File: src/csd_pkg.sv
// shared constants of the clock synthesiser with feedback delay loop
// assumes one system clock; one delay step is one system clock cycle
package csd_pkg;
   localparam int unsigned CSD_STEPS      = 128;   // delay steps per period
   localparam int unsigned CSD_STEP_W     = 7;     // bits of a step count
   localparam int unsigned CSD_HOLD_PER   = 1;     // periods held before lock
   localparam int unsigned CSD_N_CPU      = 3;     // two processors, one slave
   localparam int unsigned CSD_N_MEM      = 4;
   localparam int unsigned CSD_N_PCI      = 5;
   localparam logic [6:0]  CSD_PHASE_RST  = 7'h00;
   localparam logic [6:0]  CSD_DELAY_RST  = 7'h00;

   typedef enum logic [2:0] {
      CSD_ST_ACQ  = 3'b001,
      CSD_ST_HOLD = 3'b010,
      CSD_ST_LOCK = 3'b100
   } csd_state_t;
endpackage : csd_pkg

File: src/csd_meas_if.sv
// carrier between loop control and the feedback measurement unit
// assumes both ends share clk
`timescale 1ns/1ps
`default_nettype none
interface csd_meas_if #(
   parameter int unsigned W = 7
);
   logic         start;
   logic         done;
   logic [W-1:0] steps;

   modport ctl  (output start, input  done, input  steps);
   modport meas (input  start, output done, output steps);
endinterface : csd_meas_if
`default_nettype wire

File: src/csd_clock_synth.sv
// clock synthesiser: core clock, pci fan-out, memory, processor and
// feedback clocks, with memory-side clocks advanced by the loop
// assumes all inputs synchronous to clk; one step is one clk cycle
// Notes on behaviour
// one input makes cpu, slave, memory, pci clocks
// period split into 128 delay steps
// drive feedback edge, count steps until echo
// longer feedback makes memory clocks start earlier
// only memory, cpu, feedback clocks shift
// memory and cpu generation ignore host mode
// host mode fan-out clocks agents and core
// agent source drives core input directly
// cpu clocks come from memory clock loop
// lock only after measurement and hold
`timescale 1ns/1ps
`default_nettype none
module csd_clock_synth
   import csd_pkg::*;
#(
   parameter int unsigned STEPS  = csd_pkg::CSD_STEPS,
   parameter int unsigned STEP_W = csd_pkg::CSD_STEP_W
) (
   input  wire logic                        clk,
   input  wire logic                        rst_n,
   input  wire logic                        ce,
   input  wire logic                        host_mode,
   input  wire logic                        core_clock_input_alias,
   input  wire logic                        fb_in,
   output logic                             fb_out,
   output logic                             core_clk,
   output logic [csd_pkg::CSD_N_CPU-1:0]    cpu_clk,
   output logic [csd_pkg::CSD_N_MEM-1:0]    mem_clk,
   output logic [csd_pkg::CSD_N_PCI-1:0]    pci_clk,
   output logic [STEP_W-1:0]                delay_steps,
   output logic                             locked
);
   import csd_pkg::*;

   localparam logic [STEP_W-1:0] HALF     = STEP_W'(STEPS / 2);
   localparam logic [STEP_W-1:0] LAST     = STEP_W'(STEPS - 1);
   localparam int unsigned       HOLD_CYC = CSD_HOLD_PER * STEPS;
   localparam logic [STEP_W:0]   HOLD_END = (STEP_W + 1)'(HOLD_CYC - 1);

   generate
      if (STEPS != (1 << STEP_W) || STEPS < 4 ||
          CSD_HOLD_PER != 1) begin : g_chk
         $error("STEPS must be 2**STEP_W, at least 4");
      end
   endgenerate

   csd_meas_if #(.W(STEP_W)) mif ();

   csd_meas #(.W(STEP_W)) u_meas (
      .clk   (clk),
      .rst_n (rst_n),
      .ce    (ce),
      .fb_in (fb_in),
      .m     (mif)
   );

   csd_state_t        state;
   logic [STEP_W-1:0] phase;
   logic [STEP_W-1:0] delay;
   logic [STEP_W:0]   hold_cnt;
   logic              alias_prev;
   logic              measured;
   csd_state_t        next_state;
   logic [STEP_W-1:0] next_phase;
   logic [STEP_W-1:0] next_delay;
   logic [STEP_W:0]   next_hold_cnt;
   logic              next_measured;
   logic [STEP_W-1:0] shifted;
   logic              core_lvl;
   logic              shift_lvl;
   logic              next_alias_prev;
   logic              next_core_clk;
   logic              next_fb_out;
   logic [CSD_N_CPU-1:0] next_cpu_clk;
   logic [CSD_N_MEM-1:0] next_mem_clk;
   logic [CSD_N_PCI-1:0] next_pci_clk;
   logic [STEP_W-1:0] next_delay_steps;
   logic              next_locked;

   // advanced phase: memory side runs delay steps ahead of the core
   assign shifted   = STEP_W'(phase + delay);
   assign core_lvl  = (phase < HALF);
   assign shift_lvl = (shifted < HALF);
   // feedback edge leaves when the advanced phase wraps to zero
   assign mif.start = ce && (shifted == '0);

   always_comb begin
      next_state    = state;
      next_delay    = delay;
      next_hold_cnt = hold_cnt;
      next_measured = measured || mif.done;
      next_alias_prev = core_clock_input_alias;
      // core phase realigns to every rising edge of the core input
      if (core_clock_input_alias && !alias_prev) begin
         next_phase = '0;
      end else begin
         next_phase = (phase == LAST) ? '0 : STEP_W'(phase + 1'b1);
      end
      unique case (state)
         CSD_ST_ACQ: begin
            if (mif.done) begin
               next_delay    = mif.steps;
               next_hold_cnt = '0;
               next_state    = CSD_ST_HOLD;
            end
         end
         CSD_ST_HOLD: begin
            // fresh results ignored so the applied delay settles a period
            if (hold_cnt == HOLD_END) begin
               next_state = CSD_ST_LOCK;
            end else begin
               next_hold_cnt = (STEP_W + 1)'(hold_cnt + 1'b1);
            end
         end
         CSD_ST_LOCK: begin
            if (mif.done) begin
               next_delay = mif.steps;
            end
         end
      endcase
   end

   always_ff @(posedge clk or negedge rst_n) begin
      if (!rst_n) begin
         state      <= CSD_ST_ACQ;
         phase      <= CSD_PHASE_RST;
         delay      <= CSD_DELAY_RST;
         hold_cnt   <= '0;
         alias_prev <= 1'b0;
         measured   <= 1'b0;
      end else if (ce) begin
         state      <= next_state;
         phase      <= next_phase;
         delay      <= next_delay;
         hold_cnt   <= next_hold_cnt;
         alias_prev <= next_alias_prev;
         measured   <= next_measured;
      end
   end

   // output stage: one register delay shared by all clocks, so the
   // relative phases are exact; host_mode reaches only the fan-out
   always_comb begin
      next_core_clk    = core_lvl;
      next_fb_out      = shift_lvl;
      next_mem_clk     = {CSD_N_MEM{shift_lvl}};
      next_cpu_clk     = {CSD_N_CPU{shift_lvl}};
      // agent mode leaves the fan-out idle: buffer skew avoided
      next_pci_clk     = host_mode ? {CSD_N_PCI{core_lvl}} : '0;
      next_delay_steps = delay;
      next_locked      = (state == CSD_ST_LOCK);
   end

   always_ff @(posedge clk or negedge rst_n) begin
      if (!rst_n) begin
         core_clk    <= 1'b0;
         fb_out      <= 1'b0;
         cpu_clk     <= '0;
         mem_clk     <= '0;
         pci_clk     <= '0;
         delay_steps <= '0;
         locked      <= 1'b0;
      end else if (ce) begin
         core_clk    <= next_core_clk;
         fb_out      <= next_fb_out;
         mem_clk     <= next_mem_clk;
         cpu_clk     <= next_cpu_clk;
         pci_clk     <= next_pci_clk;
         delay_steps <= next_delay_steps;
         locked      <= next_locked;
      end
   end

   a_pci_core_sync: assert property (
      @(posedge clk) disable iff (!rst_n)
      host_mode && ce |=> (pci_clk == {CSD_N_PCI{$past(core_lvl)}}))
      else $error("pci fan-out not on the core clock");
   a_agent_fanout_idle: assert property (
      @(posedge clk) disable iff (!rst_n)
      !host_mode && ce |=> pci_clk == '0)
      else $error("fan-out active in agent mode");
   a_cpu_with_mem: assert property (
      @(posedge clk) disable iff (!rst_n)
      cpu_clk == {CSD_N_CPU{mem_clk[0]}} && fb_out == mem_clk[0])
      else $error("cpu or feedback clock apart from memory");
   a_mem_lead: assert property (
      @(posedge clk) disable iff (!rst_n)
      ce && locked && delay != '0 && delay < HALF
      && phase == (STEPS - delay) |=> mem_clk[0] && !core_clk)
      else $error("memory clock not ahead of core by delay");
   a_phase_wrap: assert property (
      @(posedge clk) disable iff (!rst_n)
      ce && phase == LAST |=> phase == '0)
      else $error("period not 128 steps");
   a_core_low_half: assert property (
      @(posedge clk) disable iff (!rst_n)
      ce && phase == HALF |=> !core_clk)
      else $error("core clock high past half period");
   a_mode_free: assert property (
      @(posedge clk) disable iff (!rst_n)
      ce |=> mem_clk[0] == $past(shift_lvl))
      else $error("memory clock depends on mode");
   a_lock_needs_meas: assert property (
      @(posedge clk) disable iff (!rst_n)
      $rose(locked) |-> measured && $past(state == CSD_ST_LOCK))
      else $error("locked before a measurement");
   a_acq_unlocked: assert property (
      @(posedge clk) disable iff (!rst_n)
      state == CSD_ST_ACQ |-> !locked && !measured)
      else $error("locked while still acquiring");
   a_lock_stays: assert property (
      @(posedge clk) disable iff (!rst_n)
      locked |=> locked)
      else $error("lock dropped without reset");
   a_hold_delay: assert property (
      @(posedge clk) disable iff (!rst_n)
      state == CSD_ST_HOLD |=> delay == $past(delay))
      else $error("delay moved during hold");
   a_meas_applied: assert property (
      @(posedge clk) disable iff (!rst_n)
      ce && mif.done && state != CSD_ST_HOLD |=> delay == $past(mif.steps))
      else $error("measured steps not applied");
   a_start_edge: assert property (
      @(posedge clk) disable iff (!rst_n)
      mif.start |=> fb_out)
      else $error("feedback edge not sent at measurement start");
   a_outputs_set: assert property (
      @(posedge clk) disable iff (!rst_n)
      ce |=> core_clk == $past(core_lvl))
      else $error("core clock output wrong");
endmodule : csd_clock_synth
`default_nettype wire

File: src/csd_meas.sv
// feedback delay measurement: counts steps from a start pulse to the
// first rising edge on the feedback input
// assumes fb_in is synchronous to clk
`timescale 1ns/1ps
`default_nettype none
module csd_meas #(
   parameter int unsigned W = 7
) (
   input  wire logic  clk,
   input  wire logic  rst_n,
   input  wire logic  ce,
   input  wire logic  fb_in,
   csd_meas_if.meas   m
);
   localparam logic [W-1:0] CNT_MAX = '1;

   logic         busy;
   logic         fb_prev;
   logic [W-1:0] cnt;
   logic         done;
   logic [W-1:0] steps;
   logic         next_busy;
   logic         next_fb_prev;
   logic [W-1:0] next_cnt;
   logic         next_done;
   logic [W-1:0] next_steps;

   always_comb begin
      next_busy    = busy;
      next_fb_prev = fb_in;
      next_cnt     = cnt;
      next_done    = 1'b0;
      next_steps   = steps;
      if (m.start) begin
         next_busy = 1'b1;
         next_cnt  = '0;
      end else if (busy) begin
         // a lost echo saturates at one step short of a full period
         if ((fb_in && !fb_prev) || cnt == CNT_MAX) begin
            next_busy  = 1'b0;
            next_done  = 1'b1;
            next_steps = cnt;
         end else begin
            next_cnt = W'(cnt + 1'b1);
         end
      end
   end

   always_ff @(posedge clk or negedge rst_n) begin
      if (!rst_n) begin
         busy    <= 1'b0;
         fb_prev <= 1'b0;
         cnt     <= '0;
         done    <= 1'b0;
         steps   <= '0;
      end else if (ce) begin
         busy    <= next_busy;
         fb_prev <= next_fb_prev;
         cnt     <= next_cnt;
         done    <= next_done;
         steps   <= next_steps;
      end
   end

   assign m.done  = done && ce;
   assign m.steps = steps;

   a_meas_done_ends: assert property (
      @(posedge clk) disable iff (!rst_n)
      (ce && busy && !m.start && fb_in && !fb_prev)
      |=> (done && steps == $past(cnt)))
      else $error("echo edge not turned into a result");
endmodule : csd_meas
`default_nettype wire

File: config.mk
export PLATFORM = sky130hd
export DESIGN_NAME = csd_clock_synth
export DESIGN_NICKNAME = d
export VERILOG_FILES = /design/src/csd_pkg.sv /design/src/csd_meas_if.sv /design/src/csd_clock_synth.sv /design/src/csd_meas.sv
export SDC_FILE = /design/constraint.sdc
export NUM_CORES = 1
export LEC_CHECK = 0
export ABC_AREA = 1
export BUFFER_PORTS_ARGS = -buffer_cell sky130_fd_sc_hd__buf_4
export CAP_MARGIN = 20
export CORE_MARGIN = 1.5
export CORE_UTILIZATION = 40
export CTS_CLUSTER_DIAMETER = 100
export DETAILED_ROUTE_END_ITERATION = 16
export REMOVE_ABC_BUFFERS = 1
export SYNTH_ARGS = -nofsm -noshare
export SYNTH_HDL_FRONTEND = slang
export SYNTH_HIERARCHICAL = 1
export SYNTH_SLANG_ARGS = --single-unit
File: constraint.sdc
create_clock -name clk -period 2.7 [get_ports clk]
set_clock_uncertainty 0.05 [all_clocks]
set_input_delay 0.54 -clock clk [delete_from_list [all_inputs] [get_ports clk]]
set_output_delay 0.54 -clock clk [all_outputs]
set_load 0.005 [all_outputs]
==> impl_metrics.py <==
metrics = {
    "clocking": {
        "cts_htree_levels": 2,
        "cts_sinks": 54,
        "cts_tree": "yes",
        "clkLatencyLatePin_ns": 0.30,
        "clk_path_buf_depth": 2,
        "clk_pin_slew_worst_paths_ns": 0.10,
        "hold_buffers": 0,
        "cts_buffers": 5,
        "clockRootBuffer": "clkbuf_8",
    },
    "cells_and_area": {
        "finalNonFillerCells": 498,
        "fin_nets": 414,
        "drive_gt1_share_pct": 18.8,
        "antenna_cells": 0,
        "fillerInstances": 737,
        "syn2layout_area_growth_pct": 10.9,
        "multi_input_area_sq_um": 1370,
        "ff_latch_area_sq_um": 1350,
    },
    "die": {
        "die_y_microns": 89.8,
        "initial_core_util_pct": 41.5,
        "dieArea_sq_um": 8060,
        "coreArea_sq_um": 7250,
        "rows": 31,
        "num_io_pins": 28,
        "fp.dieW_microns": 89.8,
    },
    "sta": {
        "fin_crit_sh_pct": 91.5,
        "slew_headroom_pct": 53.7,
        "finalHoldViolCount": 0,
        "rsz0062_at_grt": "false",
        "fin_crit_ns": 2.47,
        "fin_ws_ns": 0.230,
        "timing.fmax_mhz": 405,
        "tightestPinTransition_ns": 0.695,
        "setup_viol": 0,
        "drv_slew": 0,
        "fin_tns_setup_ns": 0,
    },
    "logic_synthesis": {
        "synth_area_sq_um": 3010,
        "synth_fa_ha_area_share_pct": 4.40,
        "yosys_warnings": 6,
        "synth_top_family_by_area": "simple AND/OR/NAND/NOR gates",
        "synth_edf_count": 0,
        "synth-main-ff-cell": "dfrtp_1",
        "netlist_instances": 379,
        "synth.area.mux_share_pct": 0,
        "synth_top_area_share_pct": 44.0,
        "syn_avg_cell_area_sq_um": 7.95,
        "synth_compound_area_share_pct": 9.34,
        "synth_largest_area_cell": "dfrtp_1",
        "ys_seq_area_share_pct": 44.9,
        "synthArstFlopShare_pct": 100,
        "ys_ff_latch": 54,
        "synthXorXnorAreaFrac_pct": 1.16,
        "ys_top_cells_by_area": "dfrtp_1 44%, nand2_1 15%, inv_1 5.7%",
        "synth_cell_type_count": 34,
        "synth-simple-area-share_pct": 29.6,
    },
    "place": {
        "placed_cells": 488,
        "gpl.final_weighted_congestion": 0.827,
        "numPortBuffers": 27,
        "dp_hpwl_microns": 4150,
        "place_ws_ns": 0.0775,
    },
    "flow_run": {
        "maxCapViolCount": 0,
    },
    "setup_path": {
        "crit_family": "simple AND/OR/NAND/NOR gates",
        "slowest_delay_ns": 0.43,
        "crit_fanout": 8,
        "path_cells": "ha_1 > fa_1 > or2_2 > nor2_1 > nand3_1 > nor2_1 > nand2_1 > nor2_2 > inv_2 > nand2_1 > inv_2 > nand3_4 > nand2_1 > o21ai_1",
        "worst_path_max_delay_cell": "fa_1",
        "end_kind": "flop",
        "required_ns": 2.88,
        "cp.arrival_ns": 2.65,
        "cp_num_buf_inv": 2,
        "cp-start-kind": "flop",
        "crit_type": "flop to flop",
        "crit_path_frequent_cell": "nand2_1",
    },
    "hold_path": {
        "holdCritPathClass": "input port to async pin",
    },
    "global_route": {
        "grt_antenna_before_repair": 0,
        "grt_pass1_vias": 2143,
        "grt_overflow": 0,
        "grt_pass1_wl_microns": 9940,
        "grt.total_usage_pct": 15.0,
        "grt_max_degree": 55,
    },
    "power_and_ir_drop": {
        "p_comb_share_pct": 22.9,
        "power_density_nw_per_um2": 565,
        "p_int_uw": 1260,
        "power.leakage_uw": 0.00173,
        "p_switching_uw": 631,
        "pwr-share-clk_pct": 23.8,
        "seqPwrFrac_pct": 53.3,
        "swShare_pct": 33.4,
        "ir_drop_mv": 0.245,
    },
    "drt": {
        "dr.first_iter.drc_count": 92,
        "wirelength_microns": 5780,
        "drt_pass1_iterations": 4,
        "num_vias": 2315,
        "drt-wirelength-per-cell_microns": 11.6,
        "postRouteAntennaNets": 0,
        "drc": 0,
        "viasPerCell": 4.65,
    },
    "run_status": {
        "outcome": "completed",
    },
}
==> layout by cell type (no fill, tap or decap), drive strengths merged <==
cell     count
nand2      130
dfrtp       53
inv         49
nand3       32
o21ai       32
buf         30
nor2        22
ha           9
a21oi        8
clkbuf       6
nand4        5
nor3         5
xnor2        3
or2          3
clkinv       3
a2bb2oi      2
nand3b       2
o21bai       1
xor2         1
fa           1
dfstp        1
o211ai       1
==> state kept, by name, summed over array words and instances, names as in the netlist, 3 cells and up <==
| name | flops |
|---|---|
| delay | 7 |
| delay_steps | 7 |
| hold_cnt | 8 |
| phase | 7 |
| state | 3 |
| u_meas/cnt | 7 |
| u_meas/m.steps | 7 |
==> through the flow <==
stage	power (uW)	hold WS, ns	utilization (%)	instance area [sq um]
final	1890	0.227	46.1	3340
after global routing	2020	0.274	46.1	3340
after CTS	1880	0.247	45.6	3310
after detailed placement	1420	0.414	44.4	3220
after global placement	1410	0.406	44.4	3220
after floorplan	1280	0.194	-	2880
==> cells by family (layout without fill, tap and decap cells) <==
logic type | after synthesis | after routing
DFF | 54 | 54
AOI/OAI and AO/OA | 44 | 44
xor gates and xnor gates | 4 | 4
adders and majority gates | 10 | 10
and+or+nand+nor | 198 | 199
buffers and inverters | 69 | 88
==> power groups by stage <==
stage               combinational (uW)  clock [uW]  sequential (uW)
floorplan                          285           0              993
global placement                   398           0             1020
detailed placement                 403           0             1020
CTS                                405         469             1000
global route                       496         503             1020
finish                             432         448             1010
==> area by class of cell <==
type	count	share of cell area, %
well taps	99	3.71
multi-input cells	257	40.9
clock buffers	6	2.17
inverters	50	5.62
repair buffers	30	6.74
clock inverters	2	0.412
flip-flops and latches	54	40.5
==> layer usage <==
layer / vias up / share of wire, % / track usage [%]
met3: 6 / 2.3 / 2.88
met4: 0 / 1.1 / 3.97
met1: 1054 / 51 / 21.1
met5: - / 0 / 0
met2: 32 / 45 / 23.6
li1: 1223 / - / -
==> cell usage after synthesis (2+ instances only) <==
master	number
nand2_1	122
dfrtp_1	53
inv_1	46
nand3_1	28
nor2_1	20
o21ai_0	13
o21ai_2	13
buf_4	12
ha_1	9
a21oi_1	8
nand2_2	8
o21ai_1	6
nand4_1	5
clkbuf_1	4
nor3_1	4
inv_2	3
or2_2	3
xnor2_1	3
a2bb2oi_1	2
buf_6	2
nand3_4	2
==> repair_timing <==
action,in CTS,in global routing
endpoints found under the setup margin,0,16
resized for setup,0,4
setup buffers,0,1
==> final timing paths <==
check / startpoint / to / slack [ns] / depth (start not counted)
setup / recovery: delay[0] / u_meas/m.steps[5] / 0.23 / 14
hold / removal: rst_n / u_meas/fb_prev / 0.23 / 1
setup reg to reg: delay[0] / u_meas/m.steps[5] / 0.23 / 14
hold reg to reg: delay_steps[0] / delay_steps[0] / 0.43 / 2
max in group asynchronous: rst_n / phase[5] / 1.92 / 1
min in group clk: fb_in / u_meas/fb_prev / 0.41 / 3
Note: power is estimated with default switching activity, not from simulation.
